**config.mk**
```make
export PLATFORM = sky130hd
export DESIGN_NAME = acr_codec_ctrl
export DESIGN_NICKNAME = d
export VERILOG_FILES = /design/src/acr_pkg.sv /design/src/acr_clk_if.sv /design/src/acr_codec_ctrl.sv /design/src/acr_clkgen.sv
export VERILOG_INCLUDE_DIRS = /design/src
export SDC_FILE = /design/constraint.sdc
export NUM_CORES = 1
export LEC_CHECK = 0
export BUFFER_PORTS_ARGS = -buffer_cell sky130_fd_sc_hd__buf_2
export CAP_MARGIN = 20
export CORE_MARGIN = 1
export CORE_UTILIZATION = 40
export DETAILED_ROUTE_END_ITERATION = 10
export MAX_ROUTING_LAYER = met4
export PLACE_DENSITY_LB_ADDON = 0.12
export SKIP_LAST_GASP = 1
export SYNTH_ARGS = -nofsm -noshare
export SYNTH_HDL_FRONTEND = slang
export SYNTH_HIERARCHICAL = 1
export SYNTH_SLANG_ARGS = --single-unit
```
**constraint.sdc**
```tcl
create_clock -name CORE_CLK -period 9.1 [get_ports CORE_CLK]
set_input_delay 0.91 -clock CORE_CLK [delete_from_list [all_inputs] [get_ports CORE_CLK]]
set_output_delay 0.91 -clock CORE_CLK [all_outputs]
set_load 0.02 [all_outputs]
```
**src/acr_map.svh**
```systemverilog
// Purpose: addresses, field positions, reset values and counts of the codec control bank
// Assumes: 7-bit register address, 9-bit write data, master clock is the core clock
// Notes: definitions only
//
// Notes on behaviour
// - master_select 1 drives frame and bit clocks
// - master clocks derived from master clock ratio
// - ratio codes 128/192/256/384/512/768fs, default 256fs
// - 128fs and 192fs serve the DAC only
// - adc_oversample_select picks 64x, else 128x
// - 64x only at 256fs or 384fs ratio
// - adc_highpass_disable bypasses the ADC highpass
// - decoded input mute hits the selected channel
// - mute pin output shows selected zero condition
// - channel 1 zero run softmutes channel 1
// - decode disabled: pin high mutes all channels
// - six 8-bit attenuations, reset FF = 0dB
// - code 00 mute, 01 -127dB, FF 0dB
// - update bit clear only loads intermediate latch
// - update bit set applies all latches together
// - master attenuation write loads all channels
// - write to 1F restores all register defaults
// - after soft reset, hold until next write
// - zero select 00 all, 01..11 one channel
// - soft mute acts on filter input, fading
`ifndef ACR_MAP_SVH
`define ACR_MAP_SVH

`define ACR_ADDR_L1 7'h00
`define ACR_ADDR_R1 7'h01
`define ACR_ADDR_L2 7'h04
`define ACR_ADDR_R2 7'h05
`define ACR_ADDR_L3 7'h06
`define ACR_ADDR_R3 7'h07
`define ACR_ADDR_ALL 7'h08
`define ACR_ADDR_ZERO 7'h09
`define ACR_ADDR_IFC 7'h0A
`define ACR_ADDR_OSR 7'h0B
`define ACR_ADDR_ADC 7'h0C
`define ACR_ADDR_SWRST 7'h1F

`define ACR_BIT_UPDATE 8
`define ACR_BIT_MS 5
`define ACR_RATIO_HI 8
`define ACR_RATIO_LO 6
`define ACR_BIT_OSR 8
`define ACR_BIT_HPD 3
`define ACR_BIT_MPD 6
`define ACR_ZFS_HI 2
`define ACR_ZFS_LO 1

`define ACR_RST_ATTEN 8'hFF
`define ACR_RST_RATIO 3'h2
`define ACR_RST_MS 1'h0
`define ACR_RST_OSR 1'h0
`define ACR_RST_HPD 1'h0
`define ACR_RST_MPD 1'h0
`define ACR_RST_ZFS 2'h0

`define ACR_ZERO_RUN 11'h400
`define ACR_BITS_PER_FRAME 64

`endif

```
**src/acr_pkg.sv**
```systemverilog
// Purpose: types and clock ratio arithmetic of the codec control bank
// Assumes: acr_map.svh included here
// Notes: ratio codes 110 and 111 fall back to 256fs
package acr_pkg;
	`include "acr_map.svh"

	typedef logic [2:0] acr_ratio_t;
	typedef logic [7:0] acr_atten_t;

	typedef enum logic [2:0] {
		ACR_R128, ACR_R192, ACR_R256, ACR_R384, ACR_R512, ACR_R768
	} acr_ratio_e;

	// master clocks per frame for a ratio code
	function automatic logic [9:0] acr_frame_len(input acr_ratio_t code);
		unique case (code)
			3'h0: acr_frame_len = 10'h080;
			3'h1: acr_frame_len = 10'h0C0;
			3'h3: acr_frame_len = 10'h180;
			3'h4: acr_frame_len = 10'h200;
			3'h5: acr_frame_len = 10'h300;
			default: acr_frame_len = 10'h100;
		endcase
	endfunction : acr_frame_len

	// master clocks per bit clock period
	function automatic logic [3:0] acr_bit_div(input acr_ratio_t code);
		logic [9:0] len;
		len = acr_frame_len(code);
		acr_bit_div = len[9:6];
	endfunction : acr_bit_div

	typedef struct packed {
		logic [9:0] frame_cnt;
		logic [3:0] bit_cnt;
		acr_ratio_t ratio_act;
		logic frame_clk;
		logic bit_clk;
	} acr_gen_s;

	typedef struct packed {
		logic master_sel;
		acr_ratio_t ratio;
		logic osr_sel;
		logic hpf_dis;
		logic mute_dec_dis;
		logic [1:0] zero_sel;
		logic [5:0][7:0] pend;
		logic [5:0][7:0] appl;
		logic held;
		logic [2:0][10:0] zero_cnt;
		logic [2:0] soft_mute;
		logic mute_out;
		logic frame_clk_q;
		logic bit_clk_q;
	} acr_core_s;
endpackage : acr_pkg

```
**src/acr_clk_if.sv**
```systemverilog
// Purpose: carries mode, ratio and generated clocks between control and generator
// Assumes: one clock domain
// Notes: generated clocks are registered in the generator
`timescale 1ns/1ps
interface acr_clk_if;
	import acr_pkg::*;
	logic master_sel;
	acr_ratio_t ratio;
	logic frame_clk;
	logic bit_clk;

	modport ctrl (output master_sel, output ratio, input frame_clk, input bit_clk);
	modport gen (input master_sel, input ratio, output frame_clk, output bit_clk);
endinterface : acr_clk_if

```
**src/acr_codec_ctrl.sv**
```systemverilog
// Purpose: control register bank of a six channel audio codec
// Assumes: register writes arrive as a synchronous strobe, core clock is the master clock
// Notes: the bank is write only; its state is visible on the output ports
`timescale 1ns/1ps
module acr_codec_ctrl
	import acr_pkg::*;
(
	// clock and reset
	input wire logic CORE_CLK,
	input wire logic RESET_N,
	input wire logic CLK_EN,
	// register write port
	input wire logic REG_WR,
	input wire logic [6:0] REG_ADDR,
	input wire logic [8:0] REG_WDATA,
	// frame clock pin
	input wire logic FRAME_CLK_IN,
	output logic FRAME_CLK_OUT,
	output logic FRAME_CLK_OE,
	// bit clock pin
	input wire logic BIT_CLK_IN,
	output logic BIT_CLK_OUT,
	output logic BIT_CLK_OE,
	// clocks seen by the audio core
	output logic AUDIO_FRAME_CLK,
	output logic AUDIO_BIT_CLK,
	// mute pin
	input wire logic MUTE_DIR_INPUT,
	input wire logic MUTE_PIN_IN,
	output logic MUTE_PIN_OUT,
	output logic MUTE_PIN_OE,
	// dac sample zero detection
	input wire logic SAMPLE_STROBE,
	input wire logic [2:0] ZERO_SAMPLE,
	// dac controls
	output logic [47:0] DAC_ATTEN,
	output logic [2:0] SOFT_MUTE,
	// adc controls
	output logic ADC_OSR_64,
	output logic ADC_HPF_BYPASS,
	// status
	output logic MASTER_MODE,
	output logic SW_RESET_HOLD
);

	acr_core_s st_reg;
	acr_core_s st_next;
	acr_clk_if cif ();

	////////////////////////////////////////////////////////////////////////////////
	// decode

	// attenuation channel index; bit 3 flags a valid channel address
	function automatic logic [3:0] chan_of(input logic [6:0] addr);
		unique case (addr)
			`ACR_ADDR_L1: chan_of = 4'h8;
			`ACR_ADDR_R1: chan_of = 4'h9;
			`ACR_ADDR_L2: chan_of = 4'hA;
			`ACR_ADDR_R2: chan_of = 4'hB;
			`ACR_ADDR_L3: chan_of = 4'hC;
			`ACR_ADDR_R3: chan_of = 4'hD;
			default: chan_of = 4'h0;
		endcase
	endfunction : chan_of

	// every register bit back at its default value
	function automatic acr_core_s reg_defaults(input acr_core_s cur);
		acr_core_s d;
		d = cur;
		d.master_sel = `ACR_RST_MS;
		d.ratio = `ACR_RST_RATIO;
		d.osr_sel = `ACR_RST_OSR;
		d.hpf_dis = `ACR_RST_HPD;
		d.mute_dec_dis = `ACR_RST_MPD;
		d.zero_sel = `ACR_RST_ZFS;
		for (int i = 0; i < 6; i++) begin
			d.pend[i] = `ACR_RST_ATTEN;
			d.appl[i] = `ACR_RST_ATTEN;
		end
		return d;
	endfunction : reg_defaults

	////////////////////////////////////////////////////////////////////////////////
	// next state

	always_comb begin
		logic [3:0] ch;
		logic upd;
		logic [7:0] val;
		logic [2:0] zflag;
		logic zcond;
		logic pin_level;
		zflag = 3'h0;
		zcond = 1'b0;
		pin_level = 1'b0;
		ch = chan_of(REG_ADDR);
		upd = REG_WDATA[`ACR_BIT_UPDATE];
		val = REG_WDATA[7:0];
		st_next = st_reg;

		// register writes
		if (REG_WR) begin
			if (REG_ADDR == `ACR_ADDR_SWRST) begin
				// reset wins over the release of a pending hold
				st_next = reg_defaults(st_reg);
				st_next.held = 1'b1;
			end else if (st_reg.held) begin
				// releasing write is consumed, nothing stored
				st_next.held = 1'b0;
			end else if (ch[3]) begin
				st_next.pend[ch[2:0]] = val;
				if (upd) begin
					// all channels move together; update bit not kept
					st_next.appl = st_next.pend;
				end
			end else begin
				unique case (REG_ADDR)
					`ACR_ADDR_ALL: begin
						for (int i = 0; i < 6; i++) begin
							st_next.pend[i] = val;
						end
						if (upd) begin
							st_next.appl = st_next.pend;
						end
					end
					`ACR_ADDR_ZERO: begin
						st_next.zero_sel = REG_WDATA[`ACR_ZFS_HI:`ACR_ZFS_LO];
					end
					`ACR_ADDR_IFC: begin
						st_next.master_sel = REG_WDATA[`ACR_BIT_MS];
						st_next.ratio = REG_WDATA[`ACR_RATIO_HI:`ACR_RATIO_LO];
					end
					`ACR_ADDR_OSR: begin
						st_next.osr_sel = REG_WDATA[`ACR_BIT_OSR];
					end
					`ACR_ADDR_ADC: begin
						st_next.hpf_dis = REG_WDATA[`ACR_BIT_HPD];
						st_next.mute_dec_dis = REG_WDATA[`ACR_BIT_MPD];
					end
					default: begin
						// unmapped or out of scope addresses are ignored
					end
				endcase
			end
		end

		// zero run counters, one per stereo pair
		for (int i = 0; i < 3; i++) begin
			if (SAMPLE_STROBE) begin
				if (!ZERO_SAMPLE[i]) begin
					st_next.zero_cnt[i] = 11'h000;
				end else if (st_reg.zero_cnt[i] != `ACR_ZERO_RUN) begin
					st_next.zero_cnt[i] = st_reg.zero_cnt[i] + 11'h001;
				end
			end
		end
		for (int i = 0; i < 3; i++) begin
			zflag[i] = (st_reg.zero_cnt[i] == `ACR_ZERO_RUN);
		end

		// selected zero condition
		if (st_reg.zero_sel == 2'h0) begin
			zcond = &zflag;
		end else begin
			zcond = zflag[st_reg.zero_sel - 2'h1];
		end
		st_next.mute_out = zcond;

		// level on the pin, driven by us or by the outside
		pin_level = MUTE_DIR_INPUT ? MUTE_PIN_IN : st_reg.mute_out;
		if (!pin_level) begin
			st_next.soft_mute = 3'h0;
		end else if (st_reg.mute_dec_dis) begin
			st_next.soft_mute = 3'h7;
		end else if (st_reg.zero_sel == 2'h0) begin
			st_next.soft_mute = 3'h7;
		end else begin
			st_next.soft_mute = 3'h0;
			st_next.soft_mute[st_reg.zero_sel - 2'h1] = 1'b1;
		end

		// clocks used by the audio core
		if (st_reg.master_sel) begin
			st_next.frame_clk_q = cif.frame_clk;
			st_next.bit_clk_q = cif.bit_clk;
		end else begin
			// peer supplies the clocks in slave mode
			st_next.frame_clk_q = FRAME_CLK_IN;
			st_next.bit_clk_q = BIT_CLK_IN;
		end
	end

	////////////////////////////////////////////////////////////////////////////////
	// state register

	always_ff @(posedge CORE_CLK or negedge RESET_N) begin
		if (!RESET_N) begin
			st_reg.master_sel <= `ACR_RST_MS;
			st_reg.ratio <= `ACR_RST_RATIO;
			st_reg.osr_sel <= `ACR_RST_OSR;
			st_reg.hpf_dis <= `ACR_RST_HPD;
			st_reg.mute_dec_dis <= `ACR_RST_MPD;
			st_reg.zero_sel <= `ACR_RST_ZFS;
			st_reg.pend <= {6{`ACR_RST_ATTEN}};
			st_reg.appl <= {6{`ACR_RST_ATTEN}};
			st_reg.held <= 1'b0;
			st_reg.zero_cnt <= '0;
			st_reg.soft_mute <= 3'h0;
			st_reg.mute_out <= 1'b0;
			st_reg.frame_clk_q <= 1'b0;
			st_reg.bit_clk_q <= 1'b0;
		end else if (CLK_EN) begin
			st_reg <= st_next;
		end
	end

	////////////////////////////////////////////////////////////////////////////////
	// clock generator

	assign cif.master_sel = st_reg.master_sel;
	assign cif.ratio = st_reg.ratio;

	acr_clkgen u_clkgen (
		.clk(CORE_CLK),
		.reset_n(RESET_N),
		.clk_en(CLK_EN),
		.cif(cif.gen)
	);

	////////////////////////////////////////////////////////////////////////////////
	// outputs

	assign FRAME_CLK_OUT = cif.frame_clk;
	assign BIT_CLK_OUT = cif.bit_clk;
	assign FRAME_CLK_OE = st_reg.master_sel;
	assign BIT_CLK_OE = st_reg.master_sel;
	assign AUDIO_FRAME_CLK = st_reg.frame_clk_q;
	assign AUDIO_BIT_CLK = st_reg.bit_clk_q;

	assign MUTE_PIN_OUT = st_reg.mute_out;
	assign MUTE_PIN_OE = !MUTE_DIR_INPUT;

	// applied codes go to the filter input; 00 mutes, FF is unity
	assign DAC_ATTEN = st_reg.appl;
	// soft mute feeds the filter input so the output fades
	assign SOFT_MUTE = st_reg.soft_mute;

	// 64x only where a 96kHz rate is possible; 128/192/512/768fs leave the adc at 128x
	assign ADC_OSR_64 = st_reg.osr_sel
		&& (st_reg.ratio == 3'h2 || st_reg.ratio == 3'h3);
	assign ADC_HPF_BYPASS = st_reg.hpf_dis;

	assign MASTER_MODE = st_reg.master_sel;
	assign SW_RESET_HOLD = st_reg.held;

endmodule : acr_codec_ctrl

```
**src/acr_clkgen.sv**
```systemverilog
// Purpose: master mode frame and bit clock generator
// Assumes: core clock is the master clock, 64 bit clocks per frame
// Notes: ratio is sampled at the frame boundary in master mode and every cycle while slave
`timescale 1ns/1ps
module acr_clkgen
	import acr_pkg::*;
(
	// clock and reset
	input wire logic clk,
	input wire logic reset_n,
	input wire logic clk_en,
	// mode and clocks
	acr_clk_if.gen cif
);

	acr_gen_s st_reg;
	acr_gen_s st_next;

	////////////////////////////////////////////////////////////////////////////////
	always_comb begin
		logic [9:0] len;
		logic [3:0] div;
		len = acr_frame_len(st_reg.ratio_act);
		div = acr_bit_div(st_reg.ratio_act);
		st_next = st_reg;
		if (!cif.master_sel) begin
			// slave: idle, counters cleared; the first master frame runs one cycle short
			st_next.frame_cnt = 10'h000;
			st_next.bit_cnt = 4'h0;
			st_next.ratio_act = cif.ratio;
			st_next.frame_clk = 1'b0;
			st_next.bit_clk = 1'b0;
		end else begin
			if (st_reg.frame_cnt == len - 10'h001) begin
				// frame boundary: no truncated pulses
				st_next.frame_cnt = 10'h000;
				st_next.bit_cnt = 4'h0;
				st_next.ratio_act = cif.ratio;
			end else begin
				st_next.frame_cnt = st_reg.frame_cnt + 10'h001;
				st_next.bit_cnt = (st_reg.bit_cnt == div - 4'h1) ? 4'h0 : st_reg.bit_cnt + 4'h1;
			end
			st_next.frame_clk = (st_next.frame_cnt < {1'b0, len[9:1]});
			st_next.bit_clk = (st_next.bit_cnt < {1'b0, div[3:1]});
		end
	end

	always_ff @(posedge clk or negedge reset_n) begin
		if (!reset_n) begin
			st_reg <= '{frame_cnt: 10'h000, bit_cnt: 4'h0, ratio_act: `ACR_RST_RATIO,
				frame_clk: 1'b0, bit_clk: 1'b0};
		end else if (clk_en) begin
			st_reg <= st_next;
		end
	end

	assign cif.frame_clk = st_reg.frame_clk;
	assign cif.bit_clk = st_reg.bit_clk;

endmodule : acr_clkgen

```
==> reports/metrics.yaml, run 1 <==
pwr:
  internal_power_mw: 1.54
  netSwitchingFraction_pct: 30.2
  total_power_mw: 2.21
  p_switching_mw: 0.667
  power_per_cell_area_nw_per_um2: 228
  leakagePower_nw: 3.98
  seqPwrFrac_pct: 46.8
  power.clock.fraction_pct: 33.5
  comb_power_share_pct: 19.7
  ir_drop_mv: 0.111
logic_synthesis:
  synth.most_common_cell: "nor2_1"
  synth_area_leaders: "dfstp_2, dfrtp_1, mux2i_1"
  yosysTopAreaCellShare_pct: 29.0
  ys_seq_area_share_pct: 47.5
  ys_warn_count: 6
  syn_inst: 909
  synth_top_cells_by_count: "nor2_1, dfstp_2, dfrtp_1, nand2_1, buf_4"
  ys_seq_elements: 164
  yosys.cell_types.count: 72
  ys_dominant_reg_cell: "dfstp_2"
  synth_nets: 953
  synth_area_sq_um: 8890
  synth_edf_count: 0
  async_flop_share_pct: 100
  yosysTopAreaCell: "dfstp_2"
  avgSynthCellArea_sq_um: 9.78
cts:
  worstSkewPairLatency_ns: 0.43
  numCtsBuffers: 17
  clock_path_buffers: 2
  cts_hold_buffers: 0
  cts-resized-gates: 0
  cts_root_buffer: "clkbuf_16"
  cts_tree: "built"
  clkSinkCount: 164
  cts.clk_slew.worst_paths_ns: 0.07
  cts_htree_levels: 4
  postCtsSetupBuffers: 0
hold_path:
  hp-class: "reg -> reg"
  min_from: "st_reg[91]$_DFFE_PN1P_"
finish:
  largest_reg_flops: 85
  nets: 962
  drive_above_1_share_pct: 27.7
  fin_cells: 1215
  fill_cells: 2095
  area_growth_pct: 8.94
  final_util_pct: 44.4
  fin_area_sq_um: 9680
worst_setup_path:
  required_ns: 9.42
  start_kind: "register"
  timing.rr.start: "u_clkgen/st_reg[4]$_DFFE_PN0P_"
  critPathKind: "reg -> reg"
  worst_ep_arrival_time_ns: 3.83
  startpoint: "u_clkgen/st_reg[4]$_DFFE_PN0P_"
  crit_fanout: 8
  cp-end-kind: "register"
routing:
  firstDrtPassIters: 5
  avgRoutedWirePerCell_microns: 17.2
  vias: 6369
  drt_drc_violations_left: 0
  drtIter0Drc: 342
  routed_via_density: 5.24
  drtAntennaViolNets: 0
  wl_microns: 20900
sta:
  finalCritPeriodShare_pct: 38.6
  grt_setup_unrepaired: "false"
  setup_viol: 0
  layout_setup_ws_ns: 5.59
  post-route-min-period_ns: 3.51
  slew_viol_final: 0
  tns_ns: 0
  fin_skew_ns: 0.0112
  slew_headroom_pct: 32.9
  worstMarginPinSlew_ns: 1.01
  hold_viol_final: 0
  timing.fmax_mhz: 285
  hold_ws_ns: 0.480
place:
  post-place-ws_ns: 5.55
  gp_congestion: 0.833
  dp_hpwl_microns: 13900
  place.port_buffers: 90
  dp.cells: 1179
  placed_area_sq_um: 9080
run_status:
  status: "completed"
die:
  initial_core_util_pct: 40.7
  row_count: 54
  core_region_area_sq_um: 21800
  io_pins: 91
  die_w_microns: 151
  die_h_microns: 151
  fp.dieArea_sq_um: 22800
grt:
  grt_pass1_wl_microns: 33300
  grt_max_degree: 87
  grtUsageTotal_pct: 19.8
  antenna_found_initial: 4
  grt_pass1_vias: 5953
  overflow: 0
run:
  cap_violations: 0
## per-layer routing
layer,up-vias,global-route usage (%),wire [microns]
met5,-,-,0
met4,0,5.40,233
met3,19,4.01,801
met2,107,29.8,9510
met1,3069,27.1,10300
li1,3174,-,-
## layout by cell type, fill, tap and decap left out, drive strengths merged, types with 8 or more instances in the layout
cell type	instances
nor2	131
dfstp	98
buf	94
dfrtp	66
nand2	65
mux2i	54
a21oi	53
a31oi	51
o21ai	43
inv	36
nand3	32
clkbuf	21
xor2	16
ha	16
nand4	13
nor3	12
xnor2	10
o22ai	9
and3	9
o22a	8
a21o	8
or3	8
## cell families after synthesis
| kind of cell | Yosys count | share of synthesized area, % |
|---|---|---|
| simple gates | 305 | 16.3 |
| xor+xnor | 28 | 3.07 |
| flops | 164 | 47.5 |
| fa+ha+maj | 16 | 2.25 |
| compound gates | 206 | 15.7 |
| buf+inv | 133 | 8.63 |
| mux | 57 | 6.46 |
## power groups by stage
| stage | logic [mW] | registers [mW] | clock network, mW |
|---|---|---|---|
| 4_1_cts | 0.440 | 1.04 | 0.763 |
| 6_report | 0.435 | 1.03 | 0.741 |
| 2_1_floorplan | 0.387 | 1.02 | 0 |
| 3_5_place_dp | 0.438 | 1.05 | 0 |
| 3_3_place_gp | 0.433 | 1.04 | 0 |
| 5_1_grt | 0.484 | 1.05 | 0.792 |
## final cells by class
type | count | area [sq um] | area share, %
repair buffers | 94 | 487 | 5.03
diodes | 4 | 10.0 | 0.103
well taps | 280 | 350 | 3.62
clock buffers | 21 | 462 | 4.77
clock inverters | 11 | 136 | 1.41
inverters | 29 | 109 | 1.12
multi-input cells | 612 | 3900 | 40.3
flip-flops and latches | 164 | 4230 | 43.6
## worst max-delay path, stage by stage (launching register included)
cell and delay [ns]:
dfrtp_1 0.45, or3b_1 0.48, ha_1 0.24, xnor3_1 0.37
nor3_2 0.26, and2_1 0.28, nor2_1 0.08, ha_1 0.34
nand3_1 0.09, or3_1 0.30, o221a_1 0.12, a32o_1 0.25
a21o_1 0.15
## worst paths after layout
path	endpoint	slack, ns	cells past startpoint
max in group asynchronous	st_reg[35]$_DFFE_PN0P_	7.14	2
min in group asynchronous	st_reg[22]$_DFFE_PN0P_	0.51	1
hold reg to reg	st_reg[91]$_DFFE_PN1P_	0.48	2
setup reg to reg	u_clkgen/cif.frame_clk$_DFFE_PN0P_	5.59	12
setup / recovery	u_clkgen/cif.frame_clk$_DFFE_PN0P_	5.59	12
hold / removal	st_reg[91]$_DFFE_PN1P_	0.48	2
(Power assumes the default switching activity.)
==> run 2: changes to the inputs <==
==> constraint.sdc (replaced) <==
create_clock -name CORE_CLK -period 2.9 [get_ports CORE_CLK]
set_input_delay 0.29 -clock CORE_CLK [delete_from_list [all_inputs] [get_ports CORE_CLK]]
set_output_delay 0.29 -clock CORE_CLK [all_outputs]
set_load 0.02 [all_outputs]
==> reports/metrics.yaml, run 2 (same netlist as run 1, synthesis figures left out) <==
die:
  die_w_microns: 151
  fp.dieArea_sq_um: 22800
  core_region_area_sq_um: 21800
  io_pins: 91
  row_count: 54
  initial_core_util_pct: 40.7
  die_h_microns: 151
cts:
  clock_path_buffers: 2
  numCtsBuffers: 17
  cts_tree: "built"
  cts.clk_slew.worst_paths_ns: 0.07
  cts_root_buffer: "clkbuf_16"
  worstSkewPairLatency_ns: 0.42
  cts_htree_levels: 4
  clkSinkCount: 164
grt:
  grtUsageTotal_pct: 20.2
  met3_usage_pct: 4.22
  grt_pass1_vias: 6128
  grt_max_degree: 87
  grt_pass1_wl_microns: 34000
  grt_use_met2_pct: 30.9
  overflow: 0
  top_usage_layer: "met2"
  antenna_found_initial: 3
  grtUsageMet1_pct: 27.8
sta:
  setup_viol: 0
  worstMarginPinSlew_ns: 0.863
  post-route-min-period_ns: 2.90
  slew_headroom_pct: 42.3
  tns_ns: 0
  hold_viol_final: 0
  layout_setup_ws_ns: 0.00263
  timing.fmax_mhz: 345
  finalCritPeriodShare_pct: 99.9
  grt_setup_unrepaired: "true"
  slew_viol_final: 0
  fin_skew_ns: 0.00979
finish:
  drive_above_1_share_pct: 30.5
  final_common_cell: "nor2_1"
  fin_cells: 1241
  fin_area_sq_um: 9930
  largest_reg_flops: 85
  layout_common_cells: "nor2_1, dfstp_2, buf_2"
  nets: 989
  area_growth_pct: 11.7
routing:
  routed_via_density: 5.21
  vias: 6462
  drt_drc_violations_left: 0
  firstDrtPassIters: 5
  wl_microns: 21300
  drtIter0Drc: 253
  drtAntennaViolNets: 0
  avgRoutedWirePerCell_microns: 17.2
place:
  placed_area_sq_um: 9300
  place.port_buffers: 90
  gp_congestion: 0.831
  post-place-ws_ns: -0.0799
  dp.cells: 1202
  dp_hpwl_microns: 14600
worst_setup_path:
  slowest_delay_ns: 0.42
  worst_ep_arrival_time_ns: 3.21
  critPathTopFamily: "simple AND/OR/NAND/NOR gates"
  critPathKind: "reg -> reg"
  required_ns: 3.21
  crit_fanout: 5
  cp_cell_sequence: "or3b_4 > ha_4 > xnor2_2 > nor3_2 > and2_4 > nor2_1 > ha_1 > nand3_2 > or3_1 > o221a_1 > a32o_1 > a21o_1"
  start_kind: "register"
  slowest_stage: "or3b_4"
  cp_num_buf_inv: 0
  cp-end-kind: "register"
pwr:
  ir_drop_mv: 0.355
  total_power_mw: 6.88
  leakagePower_nw: 4.11
  power_per_cell_area_nw_per_um2: 693
hold_path:
  hp-class: "in -> reg"
run:
  cap_violations: 0
run_status:
  status: "completed"
[run 2: changes by cell type in the layout (fill, tap and decap cells not counted), moves of 2 or more]
cell,previous run,this run
buf_4,4,28
clkinv_2,0,2
buf_12,0,2
inv_6,6,4
clkinv_4,2,4
[run 2: per-layer routing]
metal  routed length [microns]  part of all wire [%]
met1                     10500                    49
met2                      9790                    46
met3                       843                   4.0
met4                       133                  0.62
met5                         0                     0
[run 2: timing repair]
action	CTS	global route
setup buffers	0	3
hold endpoints to repair	25	0
endpoints found under the setup margin	2	2
resized for setup	3	3
pin swaps	3	8
hold buffers	1	0
[run 2: final cells by class]
cell class                      instances  area (sq um)
Tap cell                              280           350
Multi-Input combinational cell        612          3960
Inverter                               29           109
Clock buffer                           20           447
Fill cell                            2061         11900
Antenna cell                            3          7.51
Clock inverter                         12           121
Sequential cell                       164          4230
Timing Repair Buffer                  121           717
[run 2: worst paths after layout]
kind                                                      endpoint                            from  slack [ns]  cells after the start
min in group asynchronous                   st_reg[20]$_DFFE_PN0P_                         RESET_N        0.34                      2
worst min register to register             st_reg[137]$_DFFE_PN0P_         st_reg[137]$_DFFE_PN0P_        0.48                      2
max in group asynchronous                  st_reg[109]$_DFFE_PN1P_                         RESET_N        1.75                      3
worst min-delay path                        st_reg[29]$_DFFE_PN0P_                  ZERO_SAMPLE[2]        0.13                      3
worst max-delay path            u_clkgen/cif.frame_clk$_DFFE_PN0P_  u_clkgen/st_reg[4]$_DFFE_PN0P_       0.003                     12
worst max register to register  u_clkgen/cif.frame_clk$_DFFE_PN0P_  u_clkgen/st_reg[4]$_DFFE_PN0P_       0.003                     12
[run 2: tightest hold or removal path: stages]
cell and delay, ns:
buf_2 0.10, nand3_1 0.06, o21ai_0 0.06
[run 2: power breakdown]
group | leakage, nW | internal [mW] | switching, mW
registers | 1.91 | 2.97 | 0.277
clock network | 0.282 | 1.23 | 0.975
logic | 1.92 | 0.580 | 0.856
total | 4.11 | 4.77 | 2.11
[run 2: per-stage QoR]
step / hold WS, ns / util [%]
final: 0.129 / 45.5
after global routing: 0.140 / 45.5
after CTS: 0.113 / 45.3
after detailed placement: 0.233 / 42.6
after floorplan: -0.00559 / -
after global placement: 0.233 / 42.6
==> run 3: changes to the inputs <==
--- a/config.mk
+++ b/config.mk
@@ -6,7 +6,7 @@
 export SDC_FILE = /design/constraint.sdc
 export NUM_CORES = 1
 export LEC_CHECK = 0
-export BUFFER_PORTS_ARGS = -buffer_cell sky130_fd_sc_hd__buf_2
+export BUFFER_PORTS_ARGS = -buffer_cell sky130_fd_sc_hd__buf_4
 export CAP_MARGIN = 20
 export CORE_MARGIN = 1
 export CORE_UTILIZATION = 40
==> reports/metrics.yaml, run 3 (same netlist as run 1, synthesis figures left out) <==
die:
  core_region_area_sq_um: 21800
  die_w_microns: 151
  die_h_microns: 151
  fp.dieArea_sq_um: 22800
  row_count: 54
  io_pins: 91
  initial_core_util_pct: 40.7
finish:
  fin_cells: 1236
  largest_reg_flops: 85
  final_common_cell: "nor2_1"
  register_area_sq_um: 4230
  nets: 987
  area_growth_pct: 14.4
  layout_common_cells: "nor2_1, buf_4, dfstp_2"
  antennaDiodeCount: 0
  fin_area_sq_um: 10200
  multiInputGateArea_sq_um: 3950
  drive_above_1_share_pct: 30.4
  fill_cells: 2089
routing:
  drtAntennaViolNets: 0
  routed_via_density: 5.21
  firstDrtPassIters: 6
  wl_microns: 21200
  vias: 6440
  drtIter0Drc: 249
  drt_drc_violations_left: 0
  avgRoutedWirePerCell_microns: 17.1
pwr:
  comb_power_share_pct: 21.7
  power.clock.fraction_pct: 32.7
  leakagePower_nw: 4.17
  total_power_mw: 7.12
  ir_drop_mv: 0.369
  internal_power_mw: 4.93
  netSwitchingFraction_pct: 30.7
  seqPwrFrac_pct: 45.6
  p_switching_mw: 2.18
  power_per_cell_area_nw_per_um2: 700
cts:
  cts.clk_slew.worst_paths_ns: 0.07
  clock_path_buffers: 2
  numCtsBuffers: 17
  worstSkewPairLatency_ns: 0.43
  clkSinkCount: 164
  postCtsSetupBuffers: 0
  cts_root_buffer: "clkbuf_16"
  cts_tree: "built"
  cts_htree_levels: 4
worst_setup_path:
  cp-end-kind: "register"
  ff2ff_path_depth: 12
  startpoint: "u_clkgen/st_reg[3]$_DFFE_PN1P_"
  slowest_delay_ns: 0.41
  timing.rr.start: "u_clkgen/st_reg[3]$_DFFE_PN1P_"
  crit_end: "u_clkgen/cif.frame_clk$_DFFE_PN0P_"
  slowest_stage: "or3b_4"
  cp.depth: 12
  critPathKind: "reg -> reg"
  r2r-end: "u_clkgen/cif.frame_clk$_DFFE_PN0P_"
  crit_fanout: 5
  cp_cell_sequence: "or3b_4 > ha_4 > xnor2_2 > nor3_2 > and2_4 > nor2_1 > ha_1 > nand3_1 > or3_1 > o221a_1 > a32o_1 > a21o_1"
  critPathTopFamily: "simple AND/OR/NAND/NOR gates"
  required_ns: 3.22
  r2r_setup_slack_ns: 0.003
  worst_ep_arrival_time_ns: 3.22
  start_kind: "register"
  cp_num_buf_inv: 0
sta:
  timing.fmax_mhz: 345
  fin_skew_ns: 0.00869
  setup_viol: 0
  finalCritPeriodShare_pct: 99.9
  grt_setup_unrepaired: "true"
  hold_viol_final: 0
  worstMarginPinSlew_ns: 0.867
  slew_headroom_pct: 42.0
  post-route-min-period_ns: 2.90
  slew_viol_final: 0
  layout_setup_ws_ns: 0.00321
place:
  place.port_buffers: 90
  post-place-ws_ns: -0.0413
  dp_hpwl_microns: 14600
  dp.cells: 1203
  placed_area_sq_um: 9530
  gp_congestion: 0.868
hold_path:
  hp-class: "in -> reg"
grt:
  grtUsageTotal_pct: 20.4
  antenna_found_initial: 0
  grt_pass1_vias: 6275
  grt_max_degree: 69
  grt_pass1_wl_microns: 34300
  overflow: 0
run:
  cap_violations: 0
run_status:
  status: "completed"
==> run 3: cell count changes in the layout (fill, tap and decap cells not counted), sizes merged <==
cell / delta
clkbuf: -2
clkinv: -3
buf: -2
diode: -3
inv: +5
==> run 3: worst min-delay path by stage <==
stage	from	to	slack [ns]	cells after the start
after global routing	REG_WDATA[8]	cif.ratio[2]$_DFFE_PN0P_	0.14	3
after CTS	ZERO_SAMPLE[2]	st_reg[29]$_DFFE_PN0P_	0.11	3
after global placement	RESET_N	st_reg[22]$_DFFE_PN0P_	0.36	1
after detailed placement	RESET_N	st_reg[20]$_DFFE_PN0P_	0.36	1
final	ZERO_SAMPLE[2]	st_reg[29]$_DFFE_PN0P_	0.13	3
after floorplan	RESET_N	ADC_HPF_BYPASS$_DFFE_PN0P_	-0.006	0
==> run 3: area by class of cell <==
cell class	count	share of cell area, %
tap	280	3.45
clock inverter	14	1.53
multi-input combinational	612	38.9
sequential	164	41.6
inverter	29	1.07
clock buffer	18	4.43
timing repair buffer	119	9.10
==> run 3: metrics by stage <==
stage,setup TNS (ns),hold slack [ns],util [%]
after floorplan,-0.0970,-0.00559,-
after detailed placement,-0.0670,0.357,43.7
after global routing,-0.157,0.143,46.6
final,0,0.134,46.6
after global placement,-0.0484,0.358,43.7
after CTS,0,0.110,46.5
==> run 3: power by group through the flow <==
stage	Sequential [mW]	Clock, mW	Combinational, mW
floorplan	3.21	0	1.22
global placement	3.28	0	1.53
detailed placement	3.28	0	1.55
CTS	3.25	2.39	1.56
global route	3.31	2.49	1.72
finish	3.24	2.33	1.54
==> run 3: worst register-to-register path, delay by kind of cell, from the launching register on <==
| kind | cells | cell delay, ns |
|---|---|---|
| XOR/XNOR | 1 | 0.13 |
| adder cells (fa/ha/maj) | 2 | 0.55 |
| AO/OA/AOI/OAI | 3 | 0.48 |
| AND/OR/NAND/NOR | 6 | 1.24 |
| flip-flops | 1 | 0.39 |
==> run 3: timing repair <==
action | 4_1_cts | 5_1_grt
resized for setup | 2 | 3
endpoints found under the hold margin | 56 | 0
setup endpoints to repair | 2 | 2
hold buffers | 1 | 0
pin swaps | 0 | 2
==> run 3: routing by layer <==
layer | global-route usage (%) | share of wire [%]
met5 | - | 0
met4 | 5.15 | 1.1
met1 | 26.9 | 47
met3 | 4.28 | 4.1
met2 | 31.8 | 47
